File: src/inc/dmac_defs.svh
`ifndef DMAC_DEFS_SVH
`define DMAC_DEFS_SVH
// ----------------------------------------
// Register map, byte offsets
// ----------------------------------------
`define OFF_CTRL 5'h00
`define OFF_SEL 5'h04
`define OFF_SRC 5'h08
`define OFF_DST 5'h0c
`define OFF_RLD 5'h10
`define OFF_CNT 5'h14
`define OFF_AREA 5'h18
`define REG_CH 2'h0
`define REG_GLB 2'h1
`define OFF_GCFG 6'h00
// ----------------------------------------
// Field positions
// ----------------------------------------
`define CB_BYTE 0
`define CB_PEND 1
`define CB_DADV 2
`define CB_EN 3
`define CB_SADV 4
`define CB_RPT 5
`define SB_EXT 4
`define SB_SW 5
`define GB_EXP 0
`define GB_BUS8 1
`define GB_SFRW 2
// ----------------------------------------
// Values and reset values
// ----------------------------------------
`define CAUSE_SW 4'h1
`define PTR_RST 20'h00000
`define CNT_RST 16'h0000
`define CTRL_RST 6'h00
`define SEL_RST 6'h00
`define AREA_RST 8'h00
`define GCFG_RST 3'h0
`define UNIT_BYTE 20'h00001
`define UNIT_WORD 20'h00002
// ----------------------------------------
// Bus cycle counts and coefficients
// ----------------------------------------
`define CYC_ONE 2'h1
`define CYC_TWO 2'h2
`define WAIT_NONE 2'h0
`define WAIT_MAX 2'h3
`define K_INT 3'h1
`define K_INT_W 3'h2
`define K_SFR1 3'h2
`define K_SFR2 3'h3
`define K_SEP0_RD 3'h1
`define K_SEP0_WR 3'h2
`define K_SEP_STEP 3'h1
`define K_MUX12 3'h3
`define K_MUX3 3'h4
`endif

File: src/inc/dmac_pkg.sv
package dmac_pkg;
  typedef enum logic [1:0] {AREA_INT, AREA_SFR, AREA_SEP, AREA_MUX} area_t;
  typedef enum logic [1:0] {S_IDLE, S_HOLD, S_XFER} state_t;
endpackage

File: src/hw/dma_two_chan.sv
`timescale 1ns/10ps
`include "dmac_defs.svh"
module dma_two_chan #(
  parameter int BCLK_DIV = 2
) (
  input wire logic clk_i,
  input wire logic rst_i,
  input wire logic cyc_i,
  input wire logic stb_i,
  input wire logic we_i,
  input wire logic [7:0] adr_i,
  input wire logic [3:0] sel_i,
  input wire logic [31:0] dat_i,
  output logic [31:0] dat_o,
  output logic ack_o,
  input wire logic [15:0] cause_basic_i,
  input wire logic [15:0] cause_ext_i,
  input wire logic bus_grant_i,
  input wire logic cpu_access_done_i,
  output logic bus_hold_o,
  output logic xfer_busy_o,
  output logic xfer_chan_o,
  output logic xfer_word_o,
  output logic [19:0] xfer_src_o,
  output logic [19:0] xfer_dst_o,
  output logic xfer_done_o,
  output logic [1:0] underflow_o
);
  import dmac_pkg::*;

  logic [5:0] ctrl_q [2];
  logic [5:0] sel_q [2];
  logic [19:0] src_q [2];
  logic [19:0] dst_q [2];
  logic [19:0] fwd_q [2];
  logic [15:0] rld_q [2];
  logic [15:0] cnt_q [2];
  logic [7:0] area_q [2];
  logic [2:0] gcfg_q;
  logic [1:0] en_q, pend_q, ev_q, reload_q, raw, sw_trig, clr_sw;
  logic [31:0] s1_q, s2_q, prev_q;
  logic [31:0] rd;
  logic ack_q, chan_q, need_cpu_q, tick_q;
  logic [7:0] div_q;
  logic [4:0] xcnt_q, cost;
  state_t st_q;
  logic acc, wr, in_ch, go0, go1, go, start, grant, xend, w;
  logic [4:0] off;

  // ----------------------------------------
  // Helpers
  // ----------------------------------------
  // Byte-lane merge for Wishbone select
  function automatic logic [31:0] merge(input logic [31:0] o, input logic [31:0] n,
                                        input logic [3:0] s);
    for (int b = 0; b < 4; b++) merge[b*8 +: 8] = s[b] ? n[b*8 +: 8] : o[b*8 +: 8];
  endfunction
  // Selected cause line of a channel
  function automatic logic pick(input logic [31:0] v, input logic [5:0] s);
    pick = s[`SB_EXT] ? v[5'({1'b1, s[3:0]})] : v[5'({1'b0, s[3:0]})];
  endfunction

  // ----------------------------------------
  // Wishbone decode
  // ----------------------------------------
  assign acc = cyc_i & stb_i & ~ack_q;
  assign wr = cyc_i & stb_i & we_i & ack_q; // Write lands on the ack edge
  assign in_ch = adr_i[7:6] == `REG_CH;
  assign off = adr_i[4:0];
  assign go0 = en_q[0] & pend_q[0];
  assign go1 = en_q[1] & pend_q[1];
  assign go = (go0 | go1) & ~need_cpu_q;
  assign start = (st_q == S_IDLE) & go;
  assign w = ~go0;
  assign grant = (st_q == S_HOLD) & bus_grant_i & en_q[chan_q];
  assign xend = (st_q == S_XFER) & tick_q & (xcnt_q == cost - 5'h01);

  // Per channel write strobes and request edges
  always_comb begin
    for (int c = 0; c < 2; c++) begin
      sw_trig[c] = wr & in_ch & (adr_i[5] == c[0]) & (off == `OFF_SEL) & sel_i[0]
                   & dat_i[`SB_SW] & ~dat_i[`SB_EXT] & (dat_i[3:0] == `CAUSE_SW);
      clr_sw[c] = wr & in_ch & (adr_i[5] == c[0]) & (off == `OFF_CTRL) & sel_i[0]
                  & ~dat_i[`CB_PEND];
      raw[c] = sw_trig[c] | (pick(s2_q, sel_q[c]) & ~pick(prev_q, sel_q[c])
               & (sel_q[c][`SB_EXT] | (sel_q[c][3:0] != `CAUSE_SW)));
    end
  end

  // Acknowledge one cycle after the strobe
  always_ff @(posedge clk_i) begin
    if (rst_i) ack_q <= 1'b0;
    else ack_q <= acc;
  end
  assign ack_o = ack_q;

  // Read mux, unmapped reads as zero
  always_comb begin
    rd = 32'h0;
    if (in_ch) begin
      unique case (off)
        `OFF_CTRL: begin
          rd[5:0] = ctrl_q[adr_i[5]];
          rd[`CB_EN] = en_q[adr_i[5]];
          rd[`CB_PEND] = pend_q[adr_i[5]];
        end
        `OFF_SEL: rd[5:0] = sel_q[adr_i[5]];
        `OFF_SRC: rd[19:0] = (ctrl_q[adr_i[5]][`CB_SADV] & en_q[adr_i[5]])
                             ? fwd_q[adr_i[5]] : src_q[adr_i[5]];
        `OFF_DST: rd[19:0] = (ctrl_q[adr_i[5]][`CB_DADV] & en_q[adr_i[5]])
                             ? fwd_q[adr_i[5]] : dst_q[adr_i[5]];
        `OFF_RLD: rd[15:0] = rld_q[adr_i[5]];
        `OFF_CNT: rd[15:0] = cnt_q[adr_i[5]];
        `OFF_AREA: rd[7:0] = area_q[adr_i[5]];
        default: rd = 32'h0;
      endcase
    end else if (adr_i[7:6] == `REG_GLB && adr_i[5:0] == `OFF_GCFG) begin
      rd[2:0] = gcfg_q;
    end
  end

  always_ff @(posedge clk_i) begin
    if (rst_i) dat_o <= 32'h0;
    else if (acc && !we_i) dat_o <= rd;
  end

  // ----------------------------------------
  // Configuration registers
  // ----------------------------------------
  always_ff @(posedge clk_i) begin
    if (rst_i) begin
      gcfg_q <= `GCFG_RST;
      for (int c = 0; c < 2; c++) begin
        ctrl_q[c] <= `CTRL_RST;
        sel_q[c] <= `SEL_RST;
        area_q[c] <= `AREA_RST;
        src_q[c] <= `PTR_RST;
        dst_q[c] <= `PTR_RST;
        rld_q[c] <= `CNT_RST;
      end
    end else if (wr) begin
      if (adr_i[7:6] == `REG_GLB && adr_i[5:0] == `OFF_GCFG && sel_i[0]) gcfg_q <= dat_i[2:0];
      if (in_ch) begin
        unique case (off)
          `OFF_CTRL: if (sel_i[0]) ctrl_q[adr_i[5]] <= dat_i[5:0];
          `OFF_SEL: if (sel_i[0]) sel_q[adr_i[5]] <= {1'b0, dat_i[4:0]};
          `OFF_AREA: if (sel_i[0]) area_q[adr_i[5]] <= dat_i[7:0];
          `OFF_SRC: if (ctrl_q[adr_i[5]][`CB_SADV] || !en_q[adr_i[5]])
            src_q[adr_i[5]] <= 20'(merge({12'h0, src_q[adr_i[5]]}, dat_i, sel_i));
          `OFF_DST: if (ctrl_q[adr_i[5]][`CB_DADV] || !en_q[adr_i[5]])
            dst_q[adr_i[5]] <= 20'(merge({12'h0, dst_q[adr_i[5]]}, dat_i, sel_i));
          `OFF_RLD: rld_q[adr_i[5]] <= 16'(merge({16'h0, rld_q[adr_i[5]]}, dat_i, sel_i));
          default: ;
        endcase
      end
    end
  end

  // Enable and pending reload marker
  always_ff @(posedge clk_i) begin
    if (rst_i) begin
      en_q <= 2'b00;
      reload_q <= 2'b00;
    end else begin
      if (start) reload_q[w] <= 1'b0;
      if (xend && cnt_q[chan_q] == `CNT_RST && !ctrl_q[chan_q][`CB_RPT])
        en_q[chan_q] <= 1'b0;
      for (int c = 0; c < 2; c++) begin
        if (wr && in_ch && adr_i[5] == c[0] && off == `OFF_CTRL && sel_i[0]) begin
          en_q[c] <= dat_i[`CB_EN];
          if (dat_i[`CB_EN]) reload_q[c] <= 1'b1;
        end
      end
    end
  end

  // ----------------------------------------
  // Request capture
  // ----------------------------------------
  // Two-flop synchroniser on cause lines
  always_ff @(posedge clk_i) begin
    if (rst_i) begin
      s1_q <= 32'h0;
      s2_q <= 32'h0;
      prev_q <= 32'h0;
    end else begin
      s1_q <= {cause_ext_i, cause_basic_i};
      s2_q <= s1_q;
      prev_q <= s2_q;
    end
  end

  // Bus clock sampling period
  always_ff @(posedge clk_i) begin
    if (rst_i || div_q == 8'(BCLK_DIV - 1)) div_q <= 8'h00;
    else div_q <= div_q + 8'h01;
  end
  always_ff @(posedge clk_i) begin
    if (rst_i) tick_q <= 1'b0;
    else tick_q <= div_q == 8'(BCLK_DIV - 1);
  end

  // Events held until the next sampling point
  always_ff @(posedge clk_i) begin
    if (rst_i) ev_q <= 2'b00;
    else if (tick_q) ev_q <= 2'b00;
    else ev_q <= ev_q | raw;
  end

  // Pending flags; a sampled set wins over any clear
  always_ff @(posedge clk_i) begin
    if (rst_i) pend_q <= 2'b00;
    else begin
      for (int c = 0; c < 2; c++) begin
        if (tick_q && (ev_q[c] || raw[c])) pend_q[c] <= 1'b1;
        else if (clr_sw[c]) pend_q[c] <= 1'b0;
        else if (grant && chan_q == c[0]) pend_q[c] <= 1'b0;
      end
    end
  end

  // ----------------------------------------
  // Transfer sequencer
  // ----------------------------------------
  always_ff @(posedge clk_i) begin
    if (rst_i) begin
      st_q <= S_IDLE;
      chan_q <= 1'b0;
      xcnt_q <= 5'h00;
    end else begin
      unique case (st_q)
        S_IDLE: if (start) begin
          st_q <= S_HOLD;
          chan_q <= w;
        end
        S_HOLD: if (!en_q[chan_q]) st_q <= S_IDLE;
        else if (bus_grant_i) begin
          st_q <= S_XFER;
          xcnt_q <= 5'h00;
        end
        S_XFER: if (xend) st_q <= S_IDLE;
        else if (tick_q) xcnt_q <= xcnt_q + 5'h01;
      endcase
    end
  end

  // CPU must complete one access between transfers
  always_ff @(posedge clk_i) begin
    if (rst_i) need_cpu_q <= 1'b0;
    else if (xend) need_cpu_q <= 1'b1;
    else if (cpu_access_done_i) need_cpu_q <= 1'b0;
  end

  // Pointer and counter: reload, step, underflow
  always_ff @(posedge clk_i) begin
    if (rst_i) begin
      for (int c = 0; c < 2; c++) begin
        fwd_q[c] <= `PTR_RST;
        cnt_q[c] <= `CNT_RST;
      end
    end else if (start && reload_q[w]) begin
      fwd_q[w] <= ctrl_q[w][`CB_SADV] ? src_q[w] : dst_q[w];
      cnt_q[w] <= rld_q[w];
    end else if (xend) begin
      fwd_q[chan_q] <= fwd_q[chan_q]
                       + (ctrl_q[chan_q][`CB_BYTE] ? `UNIT_BYTE : `UNIT_WORD);
      if (cnt_q[chan_q] != `CNT_RST) cnt_q[chan_q] <= cnt_q[chan_q] - 16'h0001;
      else if (ctrl_q[chan_q][`CB_RPT]) cnt_q[chan_q] <= rld_q[chan_q];
    end
  end

  // Cost of the committed transfer
  xfer_cost cost_u (
    .clk_i(clk_i),
    .rst_i(rst_i),
    .word_i(~ctrl_q[chan_q][`CB_BYTE]),
    .bus8_i(gcfg_q[`GB_BUS8]),
    .exp_i(gcfg_q[`GB_EXP]),
    .sfrw_i(gcfg_q[`GB_SFRW]),
    .src_area_i(area_t'(area_q[chan_q][1:0])),
    .src_wait_i(area_q[chan_q][3:2]),
    .src_odd_i(xfer_src_o[0]),
    .dst_area_i(area_t'(area_q[chan_q][5:4])),
    .dst_wait_i(area_q[chan_q][7:6]),
    .dst_odd_i(xfer_dst_o[0]),
    .cost_o(cost)
  );

  // ----------------------------------------
  // Registered outputs
  // ----------------------------------------
  always_ff @(posedge clk_i) begin
    if (rst_i) begin
      bus_hold_o <= 1'b0;
      xfer_busy_o <= 1'b0;
      xfer_done_o <= 1'b0;
      underflow_o <= 2'b00;
    end else begin
      bus_hold_o <= (st_q == S_IDLE) ? start : !(xend || (st_q == S_HOLD && !en_q[chan_q]));
      xfer_busy_o <= (st_q == S_XFER) ? !xend : grant;
      xfer_done_o <= xend;
      underflow_o <= {2{xend && cnt_q[chan_q] == `CNT_RST}} & {chan_q, ~chan_q};
    end
  end
  always_ff @(posedge clk_i) begin
    if (rst_i) begin
      xfer_chan_o <= 1'b0;
      xfer_word_o <= 1'b0;
      xfer_src_o <= `PTR_RST;
      xfer_dst_o <= `PTR_RST;
    end else begin
      xfer_chan_o <= chan_q;
      xfer_word_o <= ~ctrl_q[chan_q][`CB_BYTE];
      xfer_src_o <= ctrl_q[chan_q][`CB_SADV] ? fwd_q[chan_q] : src_q[chan_q];
      xfer_dst_o <= ctrl_q[chan_q][`CB_DADV] ? fwd_q[chan_q] : dst_q[chan_q];
    end
  end
endmodule // dma_two_chan

File: src/hw/xfer_cost.sv
`timescale 1ns/10ps
`include "dmac_defs.svh"
module xfer_cost (
  input wire logic clk_i,
  input wire logic rst_i,
  input wire logic word_i,
  input wire logic bus8_i,
  input wire logic exp_i,
  input wire logic sfrw_i,
  input wire dmac_pkg::area_t src_area_i,
  input wire logic [1:0] src_wait_i,
  input wire logic src_odd_i,
  input wire dmac_pkg::area_t dst_area_i,
  input wire logic [1:0] dst_wait_i,
  input wire logic dst_odd_i,
  output logic [4:0] cost_o
);
  import dmac_pkg::*;
  // ----------------------------------------
  // Bus cycles per access
  // ----------------------------------------
  function automatic logic [1:0] units(input logic word, input logic bus8, input logic exp,
                                       input logic odd);
    if (!word) units = `CYC_ONE;
    else if (bus8 && exp) units = `CYC_TWO;
    else units = odd ? `CYC_TWO : `CYC_ONE;
  endfunction
  // Wait coefficient of one access
  function automatic logic [2:0] coef(input area_t a, input logic [1:0] w, input logic sfrw,
                                      input logic wr);
    unique case (a)
      AREA_INT: coef = (w != `WAIT_NONE) ? `K_INT_W : `K_INT;
      AREA_SFR: coef = sfrw ? `K_SFR2 : `K_SFR1;
      AREA_SEP: begin
        if (w == `WAIT_NONE) coef = wr ? `K_SEP0_WR : `K_SEP0_RD;
        else coef = {1'b0, w} + `K_SEP_STEP;
      end
      AREA_MUX: coef = (w == `WAIT_MAX) ? `K_MUX3 : `K_MUX12;
    endcase
  endfunction
  // Read count times j plus write count times k
  always_ff @(posedge clk_i) begin
    if (rst_i) cost_o <= 5'h00;
    else cost_o <= 5'(units(word_i, bus8_i, exp_i, src_odd_i))
                      * 5'(coef(src_area_i, src_wait_i, sfrw_i, 1'b0))
                 + 5'(units(word_i, bus8_i, exp_i, dst_odd_i))
                      * 5'(coef(dst_area_i, dst_wait_i, sfrw_i, 1'b1));
  end
endmodule // xfer_cost

File: config.mk
export PLATFORM = sky130hd
export DESIGN_NAME = dma_two_chan
export DESIGN_NICKNAME = d
export VERILOG_FILES = /design/src/inc/dmac_pkg.sv /design/src/hw/dma_two_chan.sv /design/src/hw/xfer_cost.sv
export VERILOG_INCLUDE_DIRS = /design/src /design/src/inc
export SDC_FILE = /design/constraint.sdc
export NUM_CORES = 1
export LEC_CHECK = 0
export ABC_AREA = 1
export BUFFER_PORTS_ARGS = -buffer_cell sky130_fd_sc_hd__buf_2
export CORE_MARGIN = 4
export CORE_UTILIZATION = 40
export CTS_CLUSTER_DIAMETER = 80
export DETAILED_ROUTE_END_ITERATION = 16
export REMOVE_ABC_BUFFERS = 1
export SYNTH_ARGS = -nofsm -noshare
export SYNTH_HDL_FRONTEND = slang
export SYNTH_SLANG_ARGS = --single-unit
File: constraint.sdc
create_clock -name clk_i -period 6.97 [get_ports clk_i]
set_input_delay 1.0455 -clock clk_i [delete_from_list [all_inputs] [get_ports clk_i]]
set_output_delay 1.0455 -clock clk_i [all_outputs]
set_load 0.1 [all_outputs]
==> tab_implementation.tex <==
\begin{tabular}{lr}
\hline
Metric & Value \\
\hline
\multicolumn{2}{l}{\textbf{Cells and area}} \\
Commonest cells after routing, fill and taps aside & sky130\_fd\_sc\_hd\_\_nand2\_1, sky130\_fd\_sc\_hd\_\_nor2\_1, sky130\_fd\_sc\_hd\_\_inv\_1 \\
Finished layout cell area & 25000 sq um \\
NumNets Final & 3229 \\
Core utilization of the finished layout & 45.4\% \\
Area overhead of the layout relative to synthesis & 12.1\% \\
Most common cell after layout, fill and taps aside & sky130\_fd\_sc\_hd\_\_nand2\_1 \\
Share of final-layout standard cells stronger than drive strength 1 & 9.11\% \\
\multicolumn{2}{l}{\textbf{GRT}} \\
Most used routing layer in global routing & met2 \\
Via count of the first global-routing pass & 19388 \\
Met2 global-route usage & 38.2\% \\
GRT Util Overall & 23.2\% \\
Antenna violations before repair & 2 \\
Congestion Overflow GR & 0 \\
Grt met1 use & 31.0\% \\
Global routing usage on met3 & 3.90\% \\
Maximum number of pins on one net before global-route repair & 103 \\
Wire length of the first global-routing pass & 109 mm \\
\multicolumn{2}{l}{\textbf{Synthesis}} \\
Synth warn & 0 \\
Count of mapped cells out of synthesis & 3051 \\
Number of distinct library cell variants in the gate-level netlist after synthesis & 51 \\
Sequential element share of the synthesized area & 47.1\% \\
Cell area after technology mapping & 22300 sq um \\
Leading register cell type out of synthesis & sky130\_fd\_sc\_hd\_\_edfxtp\_1 \\
FF+latch count, synth & 417 \\
Number of enable flip-flop cells after synthesis & 218 \\
Share of flip-flops with an asynchronous set or reset after synthesis & 0\% \\
Mapped Avg Cell Area & 7.32 sq um \\
\multicolumn{2}{l}{\textbf{Clock network}} \\
CTS H-Tree Depth & 2 \\
Number of gates given a new drive strength after cts & 0 \\
Hold buffers post-CTS & 0 \\
CTS root buf & sky130\_fd\_sc\_hd\_\_clkbuf\_16 \\
Clock buffers created by TritonCTS & 48 \\
Post-CTS clock slew at the launch and capture registers of the worst setup and hold paths & 60 ps \\
Insertion delay of the later-clocked pin in the worst-skew pair & 590 ps \\
\# Post-CTS Setup Buffers & 0 \\
CTS tree & built \\
Number of clock sinks seen by CTS & 417 \\
Buffer depth of the longest clock path & 3 \\
\multicolumn{2}{l}{\textbf{Timing}} \\
Max\_slew headroom & 26.0\% \\
Period utilization & 69.2\% \\
Achievable Freq & 207 MHz \\
Number of pins exceeding their max-slew limit in the final report & 0 \\
Finish-stage setup viols & 0 \\
Worst setup skew after layout & 21.3 ps \\
Setup\_tns & 0 ps \\
Unrepaired setup endpoints after global routing & no \\
Fin crit period & 4820 ps \\
Transition time at the pin with the least slew margin & 1110 ps \\
Number of failing hold endpoints at the final stage & 0 \\
\multicolumn{2}{l}{\textbf{Power and ir drop}} \\
Switching share of total power & 27.6\% \\
Net load switching power & 1610 uW \\
Clock group share of total power & 41.5\% \\
Fraction of power consumed by combinational cells & 12.0\% \\
Reported leakage power & 0.0110 uW \\
Internal power & 4230 uW \\
Overall power & 5840 uW \\
Part of the power in registers & 46.6\% \\
Cell area power density & 233 nW/um\^{}2 \\
Peak VDD IR & 0.185 mV \\
\multicolumn{2}{l}{\textbf{Min path}} \\
Endpoint of the worst hold-timing path & s2\_q[1]\$\_SDFF\_PP0\_ \\
Worst hold start & s1\_q[1]\$\_SDFF\_PP0\_ \\
Cells on Worst Hold Path & 2 \\
Tightest Hold Check Type & register to register \\
\multicolumn{2}{l}{\textbf{Floorplan}} \\
Die span in x & 244 um \\
Core box area & 55200 sq um \\
Y dimension of the die & 244 um \\
I/O pin total & 163 \\
Starting density of the core & 40.5\% \\
Rows & 86 \\
Die ar. & 59700 sq um \\
\multicolumn{2}{l}{\textbf{Routing}} \\
Wirelength, routed & 71.2 mm \\
Routed wire per std cell & 18.2 um \\
Detail-routed via count per cell & 5.27 \\
Number of DRC markers in iteration 0 & 1997 \\
Overall via count from detail\_route & 20616 \\
Detailed-route DRC error count & 0 \\
Detailed Routing Iterations Pass 1 & 6 \\
Antenna violation net count after detailed routing & 0 \\
\multicolumn{2}{l}{\textbf{Setup path}} \\
Worst R2R Path Depth & 18 \\
Critical register-to-register path endpoint & cost\_u.cost\_o[4]\$\_SDFF\_PP0\_ \\
Arrival time reported for the critical path endpoint & 5330 ps \\
Kind of start point of the critical path & register \\
Worst EP required & 7480 ps \\
CP max FO & 62 \\
Critical path capture point type & register \\
Reg2reg setup slack & 2150 ps \\
Setup CP Type & register to register \\
\multicolumn{2}{l}{\textbf{Job}} \\
Max-cap check violation count & 0 \\
\multicolumn{2}{l}{\textbf{Run status}} \\
Run status & finished, final reports clean \\
\multicolumn{2}{l}{\textbf{Place}} \\
Routability cong. & 0.900 \\
Post-Place Cell Area & 23600 sq um \\
Count of input and output buffers & 137 \\
HPWL after detailed placement & 47.8 mm \\
\hline
\end{tabular}
## layer usage
metal	vias to the layer above	part of all wire (%)
li1	9931	-
met1	9690	42
met2	845	46
met3	148	8.7
met4	2	3.4
met5	-	0.018
## metrics by stage
stage	hold WS, ps	instances	setup WS, ps
2_1_floorplan	388	2898	322
3_3_place_gp	390	3820	1940
3_5_place_dp	392	3820	1910
4_1_cts	394	3909	2160
5_1_grt	413	3909	1740
6_report	393	3910	2150
## cell type report
cell class | count | area (sq um)
fill | 5589 | 30200
sequential | 417 | 10500
multi-input combinational | 2117 | 9750
inverter | 364 | 1370
clock buffer | 67 | 1310
timing repair buffer | 174 | 968
tap | 748 | 936
clock inverter | 22 | 178
antenna | 1 | 2.50
## cell families (layout without fill, tap and decap cells)
group,count (synthesis),in the layout,share of synthesized area [%]
AOI/OAI and AO/OA,485,485,11.7
muxes,28,28,1.25
other,1,13,0.0168
adders and majority gates,24,24,1.55
xor gates and xnor gates,25,25,0.980
DFF,417,417,47.1
buffers and inverters,528,627,9.49
and+or+nand+nor,1543,1543,27.9
## worst max path at each step
| stage | to | cells past startpoint | slack [ps] |
|---|---|---|---|
| floorplan | cost_u.cost_o[4]$_SDFF_PP0_ | 17 | 320 |
| global placement | fwd_q[0][19]$_SDFFCE_PN0P_ | 7 | 1940 |
| detailed placement | fwd_q[0][19]$_SDFFCE_PN0P_ | 7 | 1910 |
| CTS | cost_u.cost_o[4]$_SDFF_PP0_ | 18 | 2160 |
| global route | cnt_q[1][12]$_SDFFCE_PN0P_ | 12 | 1740 |
| finish | cost_u.cost_o[4]$_SDFF_PP0_ | 18 | 2150 |
## synthesized netlist by cell type, drive strengths merged, types with 3 or more instances
master  instances  share of area, %
a31oi          30              0.84
nand3         135               3.2
inv           362               6.1
or2            21              0.59
nand2         798                13
a21oi         111               2.5
edfxtp        218                29
ha             18               1.0
fa              6              0.54
nor2          526               9.0
clkbuf        104               1.7
nand4          31              0.87
dfxtp         199                18
xor2           21              0.82
xnor2           4              0.16
nor3           21              0.47
o211ai         36               1.2
o221ai          3              0.12
buf            60               1.6
nand3b          5              0.17
o21ai         292               6.6
mux2i          28               1.3
## worst max-delay path, stage by stage (launching register included)
cell and delay [ps]:
sky130_fd_sc_hd__dfxtp_4 850, sky130_fd_sc_hd__inv_2 450, sky130_fd_sc_hd__buf_4 360, sky130_fd_sc_hd__or2_2 300, sky130_fd_sc_hd__o21ai_0 120, sky130_fd_sc_hd__inv_1 100
sky130_fd_sc_hd__ha_1 230, sky130_fd_sc_hd__o221ai_1 180, sky130_fd_sc_hd__o21ai_0 150, sky130_fd_sc_hd__inv_1 80, sky130_fd_sc_hd__nand2_1 70, sky130_fd_sc_hd__fa_1 410
sky130_fd_sc_hd__inv_1 80, sky130_fd_sc_hd__fa_1 430, sky130_fd_sc_hd__ha_1 320, sky130_fd_sc_hd__a21o_1 150, sky130_fd_sc_hd__a21oi_1 150, sky130_fd_sc_hd__o21ai_0 90
sky130_fd_sc_hd__a21oi_1 180
## sequential cells by signal, summed over array words and instances, names as in the netlist, 20 cells and up, named ones only
name        cells
dst_q          40
s2_q           32
prev_q         32
xfer_dst_o     20
cnt_q          32
xfer_src_o     20
fwd_q          40
s1_q           32
src_q          40
rld_q          32
dat_o          20
## power groups by stage
stage / combinational, uW / sequential (uW) / clock [uW]
3_5_place_dp: 692 / 2770 / 0
6_report: 698 / 2720 / 2420
2_1_floorplan: 357 / 2890 / 0
3_3_place_gp: 681 / 2770 / 0
4_1_cts: 695 / 2720 / 2470
5_1_grt: 767 / 2730 / 2580
(Power assumes the default switching activity.)
